===== config.mk =====
export PLATFORM = sky130hd
export DESIGN_NAME = axis_sensor_stop_control
export DESIGN_NICKNAME = d
export VERILOG_FILES = /design/src/hdl/axis_stop_pkg.sv /design/src/hdl/clear_pulse_gen.sv /design/src/hdl/axis_sensor_stop_control.sv
export SDC_FILE = /design/constraint.sdc
export NUM_CORES = 1
export LEC_CHECK = 0
export ABC_AREA = 1
export BUFFER_PORTS_ARGS = -buffer_cell sky130_fd_sc_hd__buf_2
export CORE_AREA = 10 10 95 97
export CTS_CLUSTER_SIZE = 8
export DETAILED_ROUTE_END_ITERATION = 10
export DIE_AREA = 0 0 105 107
export GPL_TIMING_DRIVEN = 0
export PLACE_DENSITY = 0.89
export SLEW_MARGIN = 20
export SYNTH_ARGS = -nofsm -noshare
export SYNTH_HDL_FRONTEND = slang
export SYNTH_SLANG_ARGS = --single-unit
export TNS_END_PERCENT = 1

===== constraint.sdc =====
create_clock -name sys_clk -period 3.8 [get_ports sys_clk]
set_clock_uncertainty 0.1 [all_clocks]
set_input_delay 0.19 -clock sys_clk [delete_from_list [all_inputs] [get_ports sys_clk]]
set_output_delay 0.19 -clock sys_clk [all_outputs]
set_load 0.1 [all_outputs]

===== src/hdl/axis_stop_pkg.sv =====
// Constants shared by the axis sensor and stop control logic.
// Assumes a single 50 MHz system clock and a 32-bit Wishbone slave.
package axis_stop_pkg;

    // Clock rate
    localparam int CLK_HZ = 50_000_000;
    localparam int CLK_MHZ = CLK_HZ / 1_000_000;

    // Register byte offsets
    localparam logic [7:0] ADDR_CONFIG = 8'h00;
    localparam logic [7:0] ADDR_RUN = 8'h04;
    localparam logic [7:0] ADDR_STATUS = 8'h08;
    localparam logic [7:0] ADDR_CAUSE = 8'h0C;

    // Environment configuration fields
    localparam int LIMIT_ACTION_BIT = 3;
    localparam int SLOWDOWN_ACTION_BIT = 4;
    localparam int SLOWDOWN_LATCH_BIT = 5;
    localparam int SLOWDOWN_POL_BIT = 6;
    localparam int ORIGIN_POL_BIT = 7;
    localparam int ALARM_ACTION_BIT = 8;
    localparam int ALARM_POL_BIT = 9;
    localparam int CLEAR_ABRUPT_BIT = 10;
    localparam int CLEAR_HOME_BIT = 11;
    localparam int CLEAR_WIDTH_LSB = 12;
    localparam int CLEAR_WIDTH_MSB = 14;
    localparam logic [31:0] CONFIG_RESET = 32'h0000_0000;
    localparam logic [31:0] CONFIG_MASK = 32'h0000_7FF8;

    // Run setup register: run choice field in the low bits
    localparam int RUN_FIELD_W = 7;
    localparam logic [6:0] RUN_RESET = 7'h00;
    localparam logic [6:0] FEED_LIMIT_MASK = 7'h77;
    localparam logic [6:0] FEED_LIMIT_CODE = 7'h20;

    // Clear pulse width codes
    localparam logic [2:0] WIDTH_CODE_0 = 3'h0;
    localparam logic [2:0] WIDTH_CODE_1 = 3'h1;
    localparam logic [2:0] WIDTH_CODE_2 = 3'h2;

    // Clear pulse widths and their cycle counts
    localparam int CLEAR_W0_US = 12;
    localparam int CLEAR_W1_US = 102;
    localparam int CLEAR_W2_US = 409;
    localparam real CLEAR_W3_MS = 1.6;
    localparam int CLEAR_W0_CYC = CLEAR_W0_US * CLK_MHZ;
    localparam int CLEAR_W1_CYC = CLEAR_W1_US * CLK_MHZ;
    localparam int CLEAR_W2_CYC = CLEAR_W2_US * CLK_MHZ;
    localparam int CLEAR_W3_CYC = int'(CLEAR_W3_MS * 1000.0 * CLK_MHZ);

    // Stop cause bits in the cause register
    localparam int CAUSE_LIMIT_POS = 0;
    localparam int CAUSE_LIMIT_NEG = 1;
    localparam int CAUSE_ALARM = 2;
    localparam int CAUSE_EMERGENCY = 3;
    localparam int CAUSE_SLOWDOWN = 4;
    localparam int CAUSE_W = 5;

    // Axis stop tracker
    typedef enum logic [3:0] {
        ST_IDLE = 4'b0001,
        ST_RUN = 4'b0010,
        ST_ABRUPT = 4'b0100,
        ST_DECEL = 4'b1000
    } axis_state_t;

endpackage


===== src/hdl/clear_pulse_gen.sv =====
// Deviation-clear pulse generator with four selectable widths.
// Assumes fire is a one-cycle strobe in the system clock domain.
`timescale 1ns/1ps
module clear_pulse_gen
    import axis_stop_pkg::*;
#(
    parameter int CNT_W = 17,
    parameter int CYC_0 = CLEAR_W0_CYC,
    parameter int CYC_1 = CLEAR_W1_CYC,
    parameter int CYC_2 = CLEAR_W2_CYC,
    parameter int CYC_3 = CLEAR_W3_CYC
) (
    // Clock and reset
    input wire logic sys_clk,
    input wire logic reset,
    // Request
    input wire logic fire,
    input wire logic [2:0] widthCode,
    // Pulse
    output logic pulse_q
);

    if (CYC_0 < 1 || CYC_1 < 1 || CYC_2 < 1 || CYC_3 < 1 ||
        CYC_3 >= (1 << CNT_W) || CYC_2 >= (1 << CNT_W) ||
        CYC_1 >= (1 << CNT_W) || CYC_0 >= (1 << CNT_W)) begin : g_chk
        $error("clear_pulse_gen: width count out of range");
    end

    logic [CNT_W-1:0] count_q;
    logic [CNT_W-1:0] count_d;
    logic [CNT_W-1:0] load;
    logic pulse_d;

    // Codes above two all give the longest width
    assign load = (widthCode == WIDTH_CODE_0) ? CNT_W'(CYC_0) :
                  (widthCode == WIDTH_CODE_1) ? CNT_W'(CYC_1) :
                  (widthCode == WIDTH_CODE_2) ? CNT_W'(CYC_2) :
                  CNT_W'(CYC_3);
    assign count_d = fire ? load - CNT_W'(1) :
                     (count_q != '0) ? count_q - CNT_W'(1) : count_q;
    assign pulse_d = fire || (count_q != '0);

    always_ff @(posedge sys_clk or posedge reset) begin
        if (reset) begin
            count_q <= '0;
            pulse_q <= 1'b0;
        end else begin
            count_q <= count_d;
            pulse_q <= pulse_d;
        end
    end

endmodule


===== src/hdl/axis_sensor_stop_control.sv =====
// Per-axis sensor handling, stop selection and deviation-clear output.
// Assumes sensor and pulse-core inputs are synchronous to sys_clk and
// that the pulse core reacts to the stop and slowdown request levels.
//
// Functional notes
// - Limit: bit 3 selects abrupt or decelerating stop
// - Slowdown: bit 4 selects slow only or stop
// - Bit 5 latches short slowdown pulses
// - Latch cleared when input inactive at start
// - Latch cleared while latch enable is zero
// - Bit 6 sets slowdown input polarity
// - Bit 7 sets origin input polarity
// - Alarm: bit 8 selects abrupt or decelerating stop
// - Bit 9 sets alarm input polarity
// - Bit 10: clear pulse after abrupt stops
// - No clear pulse after decelerating stops
// - Feed-to-limit mode still pulses on abrupt stop
// - Bit 11: clear pulse after origin return done
// - Bits 12 to 14 select clear pulse width
//
// Added by the designer: the placing of the registers and the Wishbone interface to the registers.
`timescale 1ns/1ps
module axis_sensor_stop_control
    import axis_stop_pkg::*;
#(
    parameter int CNT_W = 17,
    parameter int CLEAR_CYC_0 = CLEAR_W0_CYC,
    parameter int CLEAR_CYC_1 = CLEAR_W1_CYC,
    parameter int CLEAR_CYC_2 = CLEAR_W2_CYC,
    parameter int CLEAR_CYC_3 = CLEAR_W3_CYC
) (
    // Clock and reset
    input wire logic sys_clk,
    input wire logic reset,
    // Wishbone slave
    input wire logic wb_cyc_i,
    input wire logic wb_stb_i,
    input wire logic wb_we_i,
    input wire logic [7:0] wb_adr_i,
    input wire logic [3:0] wb_sel_i,
    input wire logic [31:0] wb_dat_i,
    output logic wb_ack_o,
    output logic [31:0] wb_dat_o,
    // Sensor inputs
    input wire logic limitStopPosIn,
    input wire logic limitStopNegIn,
    input wire logic slowdownIn,
    input wire logic originIn,
    input wire logic alarmIn,
    input wire logic commonEmergencyIn,
    // Pulse core status
    input wire logic motionStart,
    input wire logic axisBusy,
    input wire logic moveDirNeg,
    input wire logic homeDone,
    // Requests to pulse core
    output logic abruptStop,
    output logic decelStop,
    output logic slowOnly,
    output logic originActive,
    // Servo driver
    output logic deviationClear
);

    // Pulse counter must fit a shift by its own width
    if (CNT_W < 2 || CNT_W > 30) begin : g_cnt_chk
        $error("axis_sensor_stop_control: counter width out of range");
    end

    // Configuration and run setup registers
    logic [31:0] config_q;
    logic [31:0] config_d;
    logic [RUN_FIELD_W-1:0] runChoice_q;
    logic [RUN_FIELD_W-1:0] runChoice_d;
    logic [CAUSE_W-1:0] cause_q;
    logic [CAUSE_W-1:0] cause_d;

    // Bus registers
    logic ack_q;
    logic [31:0] rdata_q;

    // Axis tracking
    axis_state_t state_q;
    axis_state_t state_d;
    logic slowLatch_q;
    logic slowLatch_d;
    logic abruptStop_q;
    logic decelStop_q;
    logic slowOnly_q;
    logic originActive_q;
    logic limitFault_q;
    logic limitFault_d;

    // Configuration fields
    wire limitActionChoice = config_q[LIMIT_ACTION_BIT];
    wire slowdownActionChoice = config_q[SLOWDOWN_ACTION_BIT];
    wire slowdownLatchEnable = config_q[SLOWDOWN_LATCH_BIT];
    wire slowdownPolarity = config_q[SLOWDOWN_POL_BIT];
    wire originPolarity = config_q[ORIGIN_POL_BIT];
    wire alarmActionChoice = config_q[ALARM_ACTION_BIT];
    wire alarmPolarity = config_q[ALARM_POL_BIT];
    wire clearOnAbruptStop = config_q[CLEAR_ABRUPT_BIT];
    wire clearOnHomeDone = config_q[CLEAR_HOME_BIT];
    wire [2:0] clearPulseWidth = config_q[CLEAR_WIDTH_MSB:CLEAR_WIDTH_LSB];

    // Internal active-high sensor levels
    wire slowdownActive = slowdownIn ~^ slowdownPolarity;
    wire originAct = originIn ~^ originPolarity;
    wire alarmActive = alarmIn ~^ alarmPolarity;

    // Only the limit ahead of the motion stops the axis
    wire limitPosHit = limitStopPosIn && !moveDirNeg;
    wire limitNegHit = limitStopNegIn && moveDirNeg;
    wire limitHit = limitPosHit || limitNegHit;

    // Feed-to-limit mode treats the limit as the normal end
    wire feedToLimit =
        (runChoice_q & FEED_LIMIT_MASK) == FEED_LIMIT_CODE;

    // Slowdown latch: set by the input, cleared at an idle start
    assign slowLatch_d =
        !slowdownLatchEnable ? 1'b0 :
        slowdownActive ? 1'b1 :
        motionStart ? 1'b0 :
        slowLatch_q;
    wire slowdownSeen = slowdownActive ||
                        (slowdownLatchEnable && slowLatch_q);

    // Stop decisions, ignored while the axis is at rest
    wire moving = axisBusy || motionStart;
    wire limitAbrupt = moving && limitHit && !limitActionChoice;
    wire limitDecel = moving && limitHit && limitActionChoice;
    wire alarmAbrupt = moving && alarmActive && !alarmActionChoice;
    wire alarmDecel = moving && alarmActive && alarmActionChoice;
    wire emergencyAbrupt = moving && commonEmergencyIn;
    wire slowdownDecel = moving && slowdownSeen && slowdownActionChoice;
    wire abruptCause = limitAbrupt || alarmAbrupt || emergencyAbrupt;
    wire decelCause = limitDecel || alarmDecel || slowdownDecel;
    wire slowOnlyCause = slowdownSeen && !slowdownActionChoice;

    // Stop tracker
    always_comb begin
        state_d = state_q;
        unique case (state_q)
            ST_IDLE: begin
                if (motionStart) begin
                    state_d = abruptCause ? ST_ABRUPT :
                              decelCause ? ST_DECEL : ST_RUN;
                end
            end
            ST_RUN: begin
                if (abruptCause) begin
                    state_d = ST_ABRUPT;
                end else if (decelCause) begin
                    state_d = ST_DECEL;
                end else if (!axisBusy) begin
                    state_d = ST_IDLE;
                end
            end
            ST_DECEL: begin
                if (abruptCause) begin
                    state_d = ST_ABRUPT;
                end else if (!axisBusy) begin
                    state_d = ST_IDLE;
                end
            end
            ST_ABRUPT: begin
                if (!axisBusy) begin
                    state_d = ST_IDLE;
                end
            end
        endcase
    end

    // Clear pulse triggers
    wire abruptEnded = (state_q == ST_ABRUPT) && !axisBusy;
    wire decelEnded = (state_q == ST_DECEL) && !axisBusy;
    wire clearFire =
        (abruptEnded && clearOnAbruptStop) ||
        (homeDone && clearOnHomeDone);
    // A decelerating end never reaches clearFire by itself
    wire decelQuiet = decelEnded;

    // Limit error flag: limit stops outside feed-to-limit mode
    // A hit at the start of a motion still sets the flag
    assign limitFault_d = (!motionStart && limitFault_q) ||
        (moving && limitHit && !feedToLimit);

    // Sticky stop causes, set wins over a write-one clear
    wire [CAUSE_W-1:0] causeNow;
    assign causeNow[CAUSE_LIMIT_POS] = moving && limitPosHit;
    assign causeNow[CAUSE_LIMIT_NEG] = moving && limitNegHit;
    assign causeNow[CAUSE_ALARM] = moving && alarmActive;
    assign causeNow[CAUSE_EMERGENCY] = moving && commonEmergencyIn;
    assign causeNow[CAUSE_SLOWDOWN] = moving && slowdownSeen;

    // Bus decode
    wire busReq = wb_cyc_i && wb_stb_i && !ack_q;
    wire busWrite = busReq && wb_we_i;
    wire selConfig = wb_adr_i == ADDR_CONFIG;
    wire selRun = wb_adr_i == ADDR_RUN;
    wire selStatus = wb_adr_i == ADDR_STATUS;
    wire selCause = wb_adr_i == ADDR_CAUSE;

    // Byte-lane write mask
    wire [31:0] laneMask = {{8{wb_sel_i[3]}}, {8{wb_sel_i[2]}},
                            {8{wb_sel_i[1]}}, {8{wb_sel_i[0]}}};
    wire [31:0] wrMasked = wb_dat_i & laneMask;

    assign config_d = (busWrite && selConfig) ?
        (((config_q & ~laneMask) | wrMasked) & CONFIG_MASK) : config_q;
    assign runChoice_d = (busWrite && selRun && wb_sel_i[0]) ?
        wb_dat_i[RUN_FIELD_W-1:0] : runChoice_q;

    wire [CAUSE_W-1:0] causeClr = (busWrite && selCause) ?
        wrMasked[CAUSE_W-1:0] : '0;
    assign cause_d = (cause_q & ~causeClr) | causeNow;

    // Status word
    wire [31:0] statusWord = {
        18'h0,
        limitFault_q,
        deviationClear,
        commonEmergencyIn,
        alarmActive,
        originAct,
        slowdownActive,
        limitStopNegIn,
        limitStopPosIn,
        slowLatch_q,
        slowOnly_q,
        decelStop_q,
        abruptStop_q,
        axisBusy,
        state_q != ST_IDLE
    };

    // Read mux, unmapped addresses read zero
    wire [31:0] rdata_d =
        selConfig ? config_q :
        selRun ? {{(32 - RUN_FIELD_W){1'b0}}, runChoice_q} :
        selStatus ? statusWord :
        selCause ? {{(32 - CAUSE_W){1'b0}}, cause_q} :
        32'h0000_0000;

    // Request levels to the pulse core
    wire abruptStop_d = (state_d == ST_ABRUPT) && moving;
    wire decelStop_d = (state_d == ST_DECEL) && moving;
    wire slowOnly_d = moving && slowOnlyCause &&
                      (state_d == ST_RUN);

    // Registers
    always_ff @(posedge sys_clk or posedge reset) begin
        if (reset) begin
            config_q <= CONFIG_RESET;
            runChoice_q <= RUN_RESET;
            cause_q <= '0;
            ack_q <= 1'b0;
            rdata_q <= 32'h0000_0000;
        end else begin
            config_q <= config_d;
            runChoice_q <= runChoice_d;
            cause_q <= cause_d;
            ack_q <= busReq;
            rdata_q <= busReq ? rdata_d : 32'h0000_0000;
        end
    end

    always_ff @(posedge sys_clk or posedge reset) begin
        if (reset) begin
            state_q <= ST_IDLE;
            slowLatch_q <= 1'b0;
            limitFault_q <= 1'b0;
        end else begin
            state_q <= state_d;
            slowLatch_q <= slowLatch_d;
            limitFault_q <= limitFault_d;
        end
    end

    always_ff @(posedge sys_clk or posedge reset) begin
        if (reset) begin
            abruptStop_q <= 1'b0;
            decelStop_q <= 1'b0;
            slowOnly_q <= 1'b0;
            originActive_q <= 1'b0;
        end else begin
            abruptStop_q <= abruptStop_d;
            decelStop_q <= decelStop_d;
            slowOnly_q <= slowOnly_d;
            originActive_q <= originAct;
        end
    end

    // Deviation-clear pulse
    clear_pulse_gen #(
        .CNT_W(CNT_W),
        .CYC_0(CLEAR_CYC_0),
        .CYC_1(CLEAR_CYC_1),
        .CYC_2(CLEAR_CYC_2),
        .CYC_3(CLEAR_CYC_3)
    ) u_clear (
        .sys_clk(sys_clk),
        .reset(reset),
        .fire(clearFire && !(decelQuiet && !homeDone)),
        .widthCode(clearPulseWidth),
        .pulse_q(deviationClear)
    );

    assign wb_ack_o = ack_q;
    assign wb_dat_o = rdata_q;
    assign abruptStop = abruptStop_q;
    assign decelStop = decelStop_q;
    assign slowOnly = slowOnly_q;
    assign originActive = originActive_q;

endmodule


==> results of run 1 <==
[path summary, 6_finish.rpt]
check | start | endpoint | slack [ns] | depth (start not counted)
hold / removal | wb_dat_i[1] | runChoice_q[1] | 0.02 | 3
min in group asynchronous | reset | wb_dat_o[12] | 0.26 | 3
max in group asynchronous | reset | state_q[0] | 2.76 | 4
hold reg to reg | runChoice_q[6] | runChoice_q[6] | 0.39 | 2
setup reg to reg | wb_ack_o | cause_q[0] | 1.20 | 7
setup / recovery | wb_ack_o | cause_q[0] | 1.20 | 7
[layout make-up]
cell class              count  area (sq um)
repair buffers             74           463
clock buffers              10           138
fillers                   568          2240
clock inverters             6          70.1
flip-flops and latches     68          1700
multi-input cells         367          1920
well taps                  99           124
inverters                  71           272
plain buffers              28           209
[worst max-delay path, delay by kind of cell, from the launching register on]
family	cells	cell delay, ns
buffers and inverters	1	0.56
and+or+nand+nor	4	1.12
AOI/OAI and AO/OA	2	0.32
DFF	1	0.39
[placed cells by master, fill, tap and decap left out, drive strengths merged]
cell type and n:
a21boi 1, a21oi 27, a31oi 3, and2 1, buf 84, bufinv 1, clkbuf 14, clkinv 3
conb 17, dfrtp 67, dfstp 1, dlygate4sd3 14, ha 1, inv 73, mux2 3, nand2 134
nand3 50, nand3b 2, nand4 9, nor2 68, nor3 7, nor3b 1, nor4 1, o211ai 4
o21a 1, o21ai 27, o221ai 2, o22ai 1, o311ai 1, o31ai 1, o41ai 1, or2 1
xnor2 2, xor2 1
[repair_timing]
action                                 in CTS  in global routing
gates resized for setup                     0                  0
buffers inserted                            0                  0
hold buffers                               14                  0
endpoints found under the hold margin      48                  0
[cells by family after synthesis]
| group | synth area share |
|---|---|
| xor+xnor | 0.00650 |
| flops | 0.421 |
| other cells | 0.000928 |
| mux | 0.00836 |
| fa+ha+maj | 0.00309 |
| buf+inv | 0.118 |
| simple gates | 0.346 |
| compound gates | 0.0956 |
[metrics by stage]
step | total power [mW] | instances | util
2_1_floorplan | 1.98 | 534 | -
5_1_grt | 3.04 | 723 | 0.687
3_3_place_gp | 2.16 | 692 | 0.634
6_report | 2.85 | 723 | 0.687
4_1_cts | 2.84 | 723 | 0.687
3_5_place_dp | 2.20 | 693 | 0.638
[power by group]
| group | switching, mW | internal [mW] | total, mW | leakage [nW] |
|---|---|---|---|---|
| logic | 0.865 | 0.414 | 1.28 | 1.65 |
| clock network | 0.299 | 0.327 | 0.625 | 0.107 |
| registers | 0.0983 | 0.844 | 0.943 | 0.851 |
| total | 1.26 | 1.58 | 2.85 | 2.61 |
[metal layers]
layer	global-route usage	vias to the layer above
met4	0.0794	0
met5	0	-
met3	0.0497	33
met2	0.337	186
li1	-	1833
met1	0.228	1786
==> out/qor.yml, run 1 <==
status: "complete, no violations"
drive_above_1_share: 0.255
wl_met2_um: 5410
drc: 0
ys_async_sr_fraction: 1.00
synth_area_per_cell_sq_um: 7.80
antenna_cells: 0
slowest_stage: "dlygate4sd3_1"
hpwl_um: 8280
die_area_sq_um: 11200
synth-edff-count: 0
final_nets: 679
finalSetupTns_ns: 0
cts_tree: "yes"
die_height_um: 107
cts_buffers: 9
worstMarginPinSlew_ns: 0.657
max_freq_mhz: 385
power.density_nw_per_um2: 581
worst_hold_path_type: "in2reg"
dr_wl_met3_um: 747
placementRows: 31
setup_slack_ns: 1.20
clockBufferDepth: 2
gr-total-overflow: 0
wirelength_um: 11000
relSlewSlack: 0.560
rsz0062_at_grt: "no"
whs_ns: 0.0164
cp.arrival_ns: 2.74
crit_chain: "nor2_1 > nand2_1 > nor2_1 > nand2_1 > o21ai_0 > o21ai_0 > dlygate4sd3_1"
crit_required_ns: 3.94
avgRoutedWirePerCell_um: 15.2
grt_pass1_vias: 3769
cts-root-buf: "clkbuf_8"
die_w_um: 105
path_max_fanout: 9
grt_max_degree: 51
syn_area_sq_um: 4040
cellLeakagePower_nw: 2.61
syn-instance-count: 518
finalMaxSlewViolations: 0
synth_top_area_share: 0.415
antenna_found_initial: 0
viasPerCell: 5.31
hold_viol: 0
clk_latency_ns: 0.35
startpoint_type: "flip-flop"
drv_cap: 0
coreArea_sq_um: 7140
ys.flop_type: "dfrtp_1"
ant_nets: 0
grt_usage: 0.195
synth_top_cell_by_area: "dfrtp_1"
met1Wirelength_um: 4520
netlist_top_cells_area: "dfrtp_1 (41%), nand2_1 (11%), inv_1 (5.8%)"
port-buffer-count: 59
ys_ff_latch: 68
clk_pin_slew_worst_paths_ns: 0.08
grt_pass1_wl_um: 18100
yosysMostFrequentCell: "nand2_1"
vdd_drop_max_mv: 0.303
synth_cell_types: 49
firstDrtPassIters: 6
preCtsSetupSlack_ns: 1.40
final-setup-viol-count: 0
yosysSeqAreaShare: 0.421
crit_type: "reg2reg"
post-route-period-util: 0.684
top_layer: "met4"
design_area_sq_um: 4900
pin_count: 97
finalCriticalPeriod_ns: 2.60
dpl_cell_area_sq_um: 4550
synthTopCellsByCount: "nand2_1 (115), dfrtp_1 (67), inv_1 (63)"
gp_congestion: 0.946
syn_to_final_growth_pct: 21.2
crit_path_end_kind: "flip-flop"
cts_sinks: 68
num_vias: 3838
max_stage_delay_ns: 0.56
htree_levels: 3
start_util: 0.566
yosysWarnings: 0
drt-initial-drc-count: 302
Power figures use the tool's default switching activity.
==> run 2: changes to the inputs <==
--- a/config.mk
+++ b/config.mk
@@ -5,14 +5,14 @@
 export SDC_FILE = /design/constraint.sdc
 export NUM_CORES = 1
 export LEC_CHECK = 0
-export ABC_AREA = 1
+export ABC_AREA = 0
 export BUFFER_PORTS_ARGS = -buffer_cell sky130_fd_sc_hd__buf_2
-export CORE_AREA = 10 10 95 97
+export CORE_AREA = 10 10 94 96
 export CTS_CLUSTER_SIZE = 8
 export DETAILED_ROUTE_END_ITERATION = 10
-export DIE_AREA = 0 0 105 107
+export DIE_AREA = 0 0 104 106
 export GPL_TIMING_DRIVEN = 0
-export PLACE_DENSITY = 0.89
+export PLACE_DENSITY = 0.83
 export SLEW_MARGIN = 20
 export SYNTH_ARGS = -nofsm -noshare
 export SYNTH_HDL_FRONTEND = slang
==> constraint.sdc (replaced) <==
create_clock -name sys_clk -period 2.6 [get_ports sys_clk]
set_clock_uncertainty 0.1 [all_clocks]
set_input_delay 0.13 -clock sys_clk [delete_from_list [all_inputs] [get_ports sys_clk]]
set_output_delay 0.13 -clock sys_clk [all_outputs]
set_load 0.1 [all_outputs]
==> run 2 against run 1 <==
  * Area after synthesis shrank 12%
  * Final area shrank 4.7%
  * Hold slack gained 0.081 ns
  * Core utilization shrank 2.5 points
  * Non-clock buffer count grew 23
==> out/qor.yml, run 2 <==
status: "complete, no violations"  # unchanged
crit_family: "simple AND/OR/NAND/NOR gates"  # unchanged
antenna_found_initial: 0  # unchanged
yosysMostFrequentCell: "dfrtp_1"  # was nand2_1
synth_cell_types: 56  # was 49
die_area_sq_um: 11000  # was 11200 sq um
cp.depth: 10  # was 7
gr-total-overflow: 0  # unchanged
ant_nets: 0  # unchanged
synthTopCellsByCount: "dfrtp_1 (67), nor2_1 (38), mux2_2 (21)"  # was nand2_1 (115), dfrtp_1 (67), inv_1 (63)
yosys.area_share.simple: 0.182  # was 0.346
firstDrtPassIters: 5  # was 6
placementRows: 31  # unchanged
seq_area_sq_um: 1700  # unchanged
final_common_cell: "dfrtp_1"  # was nand2_1
syn-instance-count: 350  # was 518
viasPerCell: 5.63  # was 5.31
htree_levels: 3  # unchanged
slowest_stage: "dfrtp_1"  # was dlygate4sd3_1
reg2reg_depth: 10  # was 7
ys_async_sr_fraction: 1.00  # unchanged
max_stage_delay_ns: 0.40  # was 0.56 ns
grt_pass1_vias: 3263  # was 3769
pin_count: 97  # unchanged
synth_area_per_cell_sq_um: 10.2  # was 7.80 sq um
synth_compound_area_frac: 0.138  # was 0.0956
post-route-period-util: 0.977  # was 0.684
vdd_drop_max_mv: 0.349  # was 0.303 mV
drv_cap: 0  # unchanged
grt_usage: 0.178  # was 0.195
crit_type: "reg2reg"  # unchanged
finalMaxSlewViolations: 0  # unchanged
rsz0062_at_grt: "yes"  # was no
wirelength_um: 9720  # was 11000 um
clk_pin_slew_worst_paths_ns: 0.07  # was 0.08 ns
relSlewSlack: 0.450  # was 0.560
cts_sinks: 68  # unchanged
die_height_um: 106  # was 107 um
cts_tree: "yes"  # unchanged
synth-edff-count: 0  # unchanged
final-setup-viol-count: 0  # unchanged
final_nets: 526  # was 679
yosysSeqAreaShare: 0.477  # was 0.421
syn_to_final_growth_pct: 30.9  # was 21.2%
port-buffer-count: 60  # was 59
p_switching_mw: 1.07  # was 1.26 mW
crit_path_end_kind: "flip-flop"  # unchanged
synth_top_area_share: 0.470  # was 0.415
cts_buffers: 9  # unchanged
coreArea_sq_um: 7060  # was 7140 sq um
clockBufferDepth: 2  # unchanged
synth_top_cell_by_area: "dfrtp_1"  # unchanged
drive_above_1_share: 0.318  # was 0.255
drt-initial-drc-count: 339  # was 302
worst-path-buf-inv: 1  # unchanged
syn_area_sq_um: 3570  # was 4040 sq um
fillers: 540  # was 568
muxShareOfSynthArea: 0.0929  # was 0.00836
worst_hold_path_type: "in2reg"  # unchanged
die_w_um: 104  # was 105 um
synthAdderAreaFrac: 0.00351  # was 0.00310
netlist_top_cells_area: "dfrtp_1 (47%), mux2_2 (6.6%), nor2_1 (4.0%)"  # was dfrtp_1 (41%), nand2_1 (11%), inv_1 (5.8%)
cp.arrival_ns: 2.70  # was 2.74 ns
ys_ff_latch: 68  # unchanged
multi_input_area_sq_um: 1790  # was 1920 sq um
hold_viol: 0  # unchanged
cellLeakagePower_nw: 2.13  # was 2.61 nW
fin_util: 0.662  # was 0.687
startpoint_type: "flip-flop"  # unchanged
hpwl_um: 6940  # was 8280 um
start_util: 0.505  # was 0.566
crit_required_ns: 2.76  # was 3.94 ns
p_sw_frac: 0.336  # was 0.443
p_comb_frac: 0.302  # was 0.449
antenna_cells: 0  # unchanged
cts-root-buf: "clkbuf_8"  # unchanged
yosysWarnings: 0  # unchanged
hold_depth: 3  # unchanged
seq_power_share: 0.399  # was 0.331
path_max_fanout: 5  # was 9
avgRoutedWirePerCell_um: 17.1  # was 15.2 um
num_vias: 3210  # was 3838
ys.flop_type: "dfrtp_1"  # unchanged
power.density_nw_per_um2: 683  # was 581 nW/um^2
finalSetupTns_ns: 0  # unchanged
synth_top_family_by_area: "simple AND/OR/NAND/NOR gates"  # unchanged
clk_latency_ns: 0.35  # about the same
crit_chain: "nor4b_4 > a32oi_2 > clkbuf_8 > a22oi_2 > ha_4 > nand2b_4 > or3_4 > nor2_4 > xnor2_1 > a211oi_1"  # was nor2_1 > nand2_1 > nor2_1 > nand2_1 > o21ai_0 > o21ai_0 > dlygate4sd3_1
gp_congestion: 0.897  # was 0.946
worstMarginPinSlew_ns: 0.818  # was 0.657 ns
layout_common_cells: "dfrtp_1 (67), buf_2 (62), nor2_1 (37), buf_4 (25)"  # was nand2_1 (115), dfrtp_1 (67), inv_1 (62), buf_2 (61), nor2_1 (53)
grt_pass1_wl_um: 16300  # was 18100 um
finalCriticalPeriod_ns: 2.54  # was 2.60 ns
p_int_mw: 2.12  # was 1.58 mW
synth-xor-area-share: 0.0393  # was 0.00650
drc: 0  # unchanged
p_clk_frac: 0.299  # was 0.220
max_freq_mhz: 394  # was 385 MHz
grt_max_degree: 54  # was 51
[run 2: cell count changes in the layout (fill, tap and decap cells not counted), sizes merged, moves of 9 or more]
cell / delta
a21oi: -12
a22oi: +11
clkbuf: +13
inv: -64
mux2: +18
nand2: -119
nand3: -47
nor2: -30
nor4: +10
o21ai: -20
or3: +9
xnor2: +9
[run 2: cell families (layout without fill, tap and decap cells)]
group / Yosys count / in the layout
AOI/OAI and AO/OA: 70 / 70
xor gates and xnor gates: 16 / 16
adders and majority gates: 1 / 1
buffers and inverters: 45 / 150
DFF: 68 / 68
muxes: 28 / 28
other: 1 / 17
and+or+nand+nor: 121 / 121
[run 2: repair_timing]
item | CTS | global route
gates resized for setup | 4 | 6
setup endpoints to repair | 7 | 25
pin swaps | 7 | 3
buffers inserted | 6 | 2
endpoints found under the hold margin | 94 | 0
hold buffers | 21 | 0
cloned | 0 | 0
[run 2: path summary, 6_finish.rpt]
kind / start / endpoint / slack, ns
min reg2reg: u_clear.count_q[0] / u_clear.count_q[0] / 0.37
max: state_q[1] / u_clear.count_q[12] / 0.06
max in group asynchronous: reset / state_q[0] / 1.67
max reg2reg: state_q[1] / u_clear.count_q[12] / 0.06
min: axisBusy / cause_q[4] / 0.1
min in group asynchronous: reset / asynchronous set/reset pin / 0.15
[run 2: stage by stage]
| stage | hold WS [ns] | std cells | power [mW] | cell area (sq um) | setup slack (ns) |
|---|---|---|---|---|---|
| after floorplan | 0.130 | 366 | 1.94 | 3690 | -0.0120 |
| after global placement | 0.250 | 525 | 2.08 | 4110 | -0.229 |
| after detailed placement | -0.0293 | 526 | 2.12 | 4140 | -0.291 |
| after CTS | 0.0798 | 568 | 3.15 | 4620 | 0.000789 |
| after global routing | 0.0979 | 570 | 3.34 | 4670 | -0.0965 |
| final | 0.0976 | 570 | 3.19 | 4670 | 0.0604 |
[run 2: routing by layer]
| metal | vias up | part of all wire | wire (um) | global-route usage |
|---|---|---|---|---|
| li1 | 1479 | - | - | - |
| met1 | 1531 | 0.42 | 4070 | 0.220 |
| met2 | 167 | 0.49 | 4740 | 0.302 |
| met3 | 33 | 0.065 | 629 | 0.0290 |
| met4 | 0 | 0.030 | 288 | 0.0835 |
| met5 | - | 0 | 0 | 0 |
[run 2: worst register-to-register path, stage by stage, from the launching register on]
cell,delay [ns]
dfrtp_1,0.40
nor4b_4,0.32
a32oi_2,0.17
clkbuf_8,0.17
a22oi_2,0.23
ha_4,0.18
nand2b_4,0.08
or3_4,0.39
nor2_4,0.10
xnor2_1,0.08
a211oi_1,0.23
[run 2: layout make-up]
| class | count | area share |
|---|---|---|
| clock buffer | 11 | 0.0303 |
| multi-input combinational | 253 | 0.382 |
| buffer | 35 | 0.0445 |
| clock inverter | 5 | 0.0161 |
| tap | 99 | 0.0265 |
| sequential | 68 | 0.365 |
| inverter | 9 | 0.00777 |
| timing repair buffer | 90 | 0.128 |
[run 2: power groups by stage]
stage / combinational [mW] / sequential [mW] / clock, mW
2_1_floorplan: 0.603 / 1.33 / 0
3_3_place_gp: 0.805 / 1.28 / 0
3_5_place_dp: 0.837 / 1.29 / 0
4_1_cts: 0.923 / 1.27 / 0.965
5_1_grt: 1.05 / 1.29 / 1.00
6_report: 0.964 / 1.27 / 0.954
==> run 3: changes to the inputs <==
--- a/config.mk
+++ b/config.mk
@@ -7,10 +7,12 @@
 export LEC_CHECK = 0
 export ABC_AREA = 0
 export BUFFER_PORTS_ARGS = -buffer_cell sky130_fd_sc_hd__buf_2
-export CORE_AREA = 10 10 94 96
+export CELL_PAD_IN_SITES_DETAIL_PLACEMENT = 1
+export CELL_PAD_IN_SITES_GLOBAL_PLACEMENT = 2
+export CORE_AREA = 10 10 117 119
 export CTS_CLUSTER_SIZE = 8
 export DETAILED_ROUTE_END_ITERATION = 10
-export DIE_AREA = 0 0 104 106
+export DIE_AREA = 0 0 127 129
 export GPL_TIMING_DRIVEN = 0
 export PLACE_DENSITY = 0.83
 export SLEW_MARGIN = 20
==> run 3 against run 2 <==
  * Register-to-register slack gained 0.02 ns
  * Die area is 49% higher
  * Sequential share of layout area down 0.90 points
  * Sequential cell count did not move
  * Critical endpoint unchanged
  * Largest power group is now the clock network
==> out/qor.yml, run 3 (synthesis results as in run 2) <==
status: "complete, no violations"  # unchanged
crit_required_ns: 2.74  # was 2.76 ns
ant_nets: 0  # unchanged
start_util: 0.315  # was 0.505
final_common_cell: "dfrtp_1"  # unchanged
grt_pass1_wl_um: 17600  # was 16300 um
slowest_stage: "dfrtp_1"  # unchanged
hold_viol: 0  # unchanged
drc: 0  # unchanged
placementRows: 39  # was 31
preCtsSetupSlack_ns: -0.364  # was -0.291 ns
grt_max_degree: 51  # was 54
crit_chain: "nor4b_4 > a32oi_2 > clkbuf_8 > a22oi_2 > ha_4 > nand2b_4 > or3_4 > nor2_2 > xnor2_1 > a211oi_1"  # was nor4b_4 > a32oi_2 > clkbuf_8 > a22oi_2 > ha_4 > nand2b_4 > or3_4 > nor2_4 > xnor2_1 > a211oi_1
design_area_sq_um: 4790  # was 4670 sq um
htree_levels: 3  # unchanged
relSlewSlack: 0.434  # was 0.450
viasPerCell: 5.05  # was 5.63
cp.arrival_ns: 2.66  # was 2.70 ns
die_area_sq_um: 16400  # was 11000 sq um
grt_pass1_vias: 3357  # was 3263
die_height_um: 129  # was 106 um
port-buffer-count: 60  # unchanged
finalCriticalPeriod_ns: 2.52  # was 2.54 ns
clk_latency_ns: 0.33  # was 0.35 ns
dpl_cell_area_sq_um: 4200  # was 4140 sq um
antenna_found_initial: 0  # unchanged
pin_count: 97  # unchanged
rsz0062_at_grt: "yes"  # unchanged
num_vias: 3079  # was 3210
final-setup-viol-count: 0  # unchanged
cts-root-buf: "clkbuf_16"  # was clkbuf_8
placedCellCount: 570  # was 526
drive_above_1_share: 0.315  # was 0.318
power.density_nw_per_um2: 742  # was 683 nW/um^2
firstDrtPassIters: 4  # was 5
grt_usage: 0.132  # was 0.178
max_stage_delay_ns: 0.40  # about the same
cts_buffers: 9  # unchanged
worstMarginPinSlew_ns: 0.842  # was 0.818 ns
finalPower_mw: 3.55  # was 3.19 mW
gp_congestion: 0.780  # was 0.897
final_nets: 522  # was 526
drt-initial-drc-count: 200  # was 339
vdd_drop_max_mv: 0.327  # was 0.349 mV
drv_cap: 0  # unchanged
cts_tree: "yes"  # unchanged
fin_util: 0.423  # was 0.662
worst_hold_path_type: "in2reg"  # unchanged
hpwl_um: 8040  # was 6940 um
cts_sinks: 68  # unchanged
post-route-period-util: 0.970  # was 0.977
crit_path_end_kind: "flip-flop"  # unchanged
clockBufferDepth: 2  # unchanged
max_freq_mhz: 397  # was 394 MHz
wirelength_um: 11000  # was 9720 um
finalMaxSlewViolations: 0  # unchanged
path_max_fanout: 11  # was 5
avgRoutedWirePerCell_um: 18.0  # was 17.1 um
crit_type: "reg2reg"  # unchanged
startpoint_type: "flip-flop"  # unchanged
die_w_um: 127  # was 104 um
cellLeakagePower_nw: 2.16  # was 2.13 nW
layout_common_cells: "dfrtp_1 (67), buf_2 (62), nor2_1 (37), buf_4 (23), mux2_2 (21)"  # was dfrtp_1 (67), buf_2 (62), nor2_1 (37), buf_4 (25)
antenna_cells: 0  # unchanged
syn_to_final_growth_pct: 34.2  # was 30.9%
clk_pin_slew_worst_paths_ns: 0.05  # was 0.07 ns
stdcell_count: 610  # was 570
coreArea_sq_um: 11300  # was 7060 sq um
gr-total-overflow: 0  # unchanged
setup_slack_ns: 0.0790  # was 0.0604 ns
-- run 3: worst max-delay path: cells and delay by family (launching register included) --
family | cells | cell delay [ns]
compound gates | 3 | 0.60
xor+xnor | 1 | 0.07
fa+ha+maj | 1 | 0.19
buf+inv | 1 | 0.20
flops | 1 | 0.40
simple gates | 4 | 0.86
-- run 3: path summary, 6_finish.rpt --
check                              startpoint             endpoint  slack (ns)  cells after the start
max                                state_q[1]  u_clear.count_q[12]        0.08                     10
min reg2reg                u_clear.count_q[0]   u_clear.count_q[0]        0.36                      1
min in group asynchronous               reset       runChoice_q[5]        0.20                      3
max in group asynchronous               reset           state_q[0]        1.63                      4
max reg2reg                        state_q[1]  u_clear.count_q[12]        0.08                     10
min                            limitStopPosIn           cause_q[0]        0.01                      2
-- run 3: cell type report --
cell class                      instances  area, sq um
Multi-Input combinational cell        253         1780
Inverter                                9         36.3
Fill cell                            1272         6530
Sequential cell                        68         1700
Tap cell                              143          179
Buffer                                 35          208
Timing Repair Buffer                   86          563
Clock inverter                          4         73.8
Clock buffer                           12          246
-- run 3: stage by stage --
stage	hold WS, ns	TNS [ns]
after detailed placement	0.00985	-1.58
after floorplan	0.130	-0.0120
after global routing	0.0213	-0.0965
after global placement	0.251	-23.15
final	0.0108	0
after CTS	0.000217	0
-- run 3: timing repair --
action	in CTS	in global routing
hold buffers	19	0
setup buffers	6	0
endpoints found under the hold margin	89	0
resized for setup	5	4
endpoints found under the setup margin	7	25
pin swaps	6	2
-- run 3: power by group --
group          switching (mW)  internal [mW]
Combinational           0.571          0.379
Sequential              0.106           1.17
Clock                   0.459          0.867
Total                    1.14           2.42
-- run 3: layer usage --
layer | part of all wire | routed length (um) | global-route usage | vias to the layer above
met5 | 0 | 0 | 0 | -
met2 | 0.50 | 5500 | 0.223 | 67
met4 | 0.0096 | 106 | 0.0342 | 0
li1 | - | - | - | 1464
met1 | 0.45 | 4900 | 0.163 | 1537
met3 | 0.044 | 479 | 0.0349 | 11
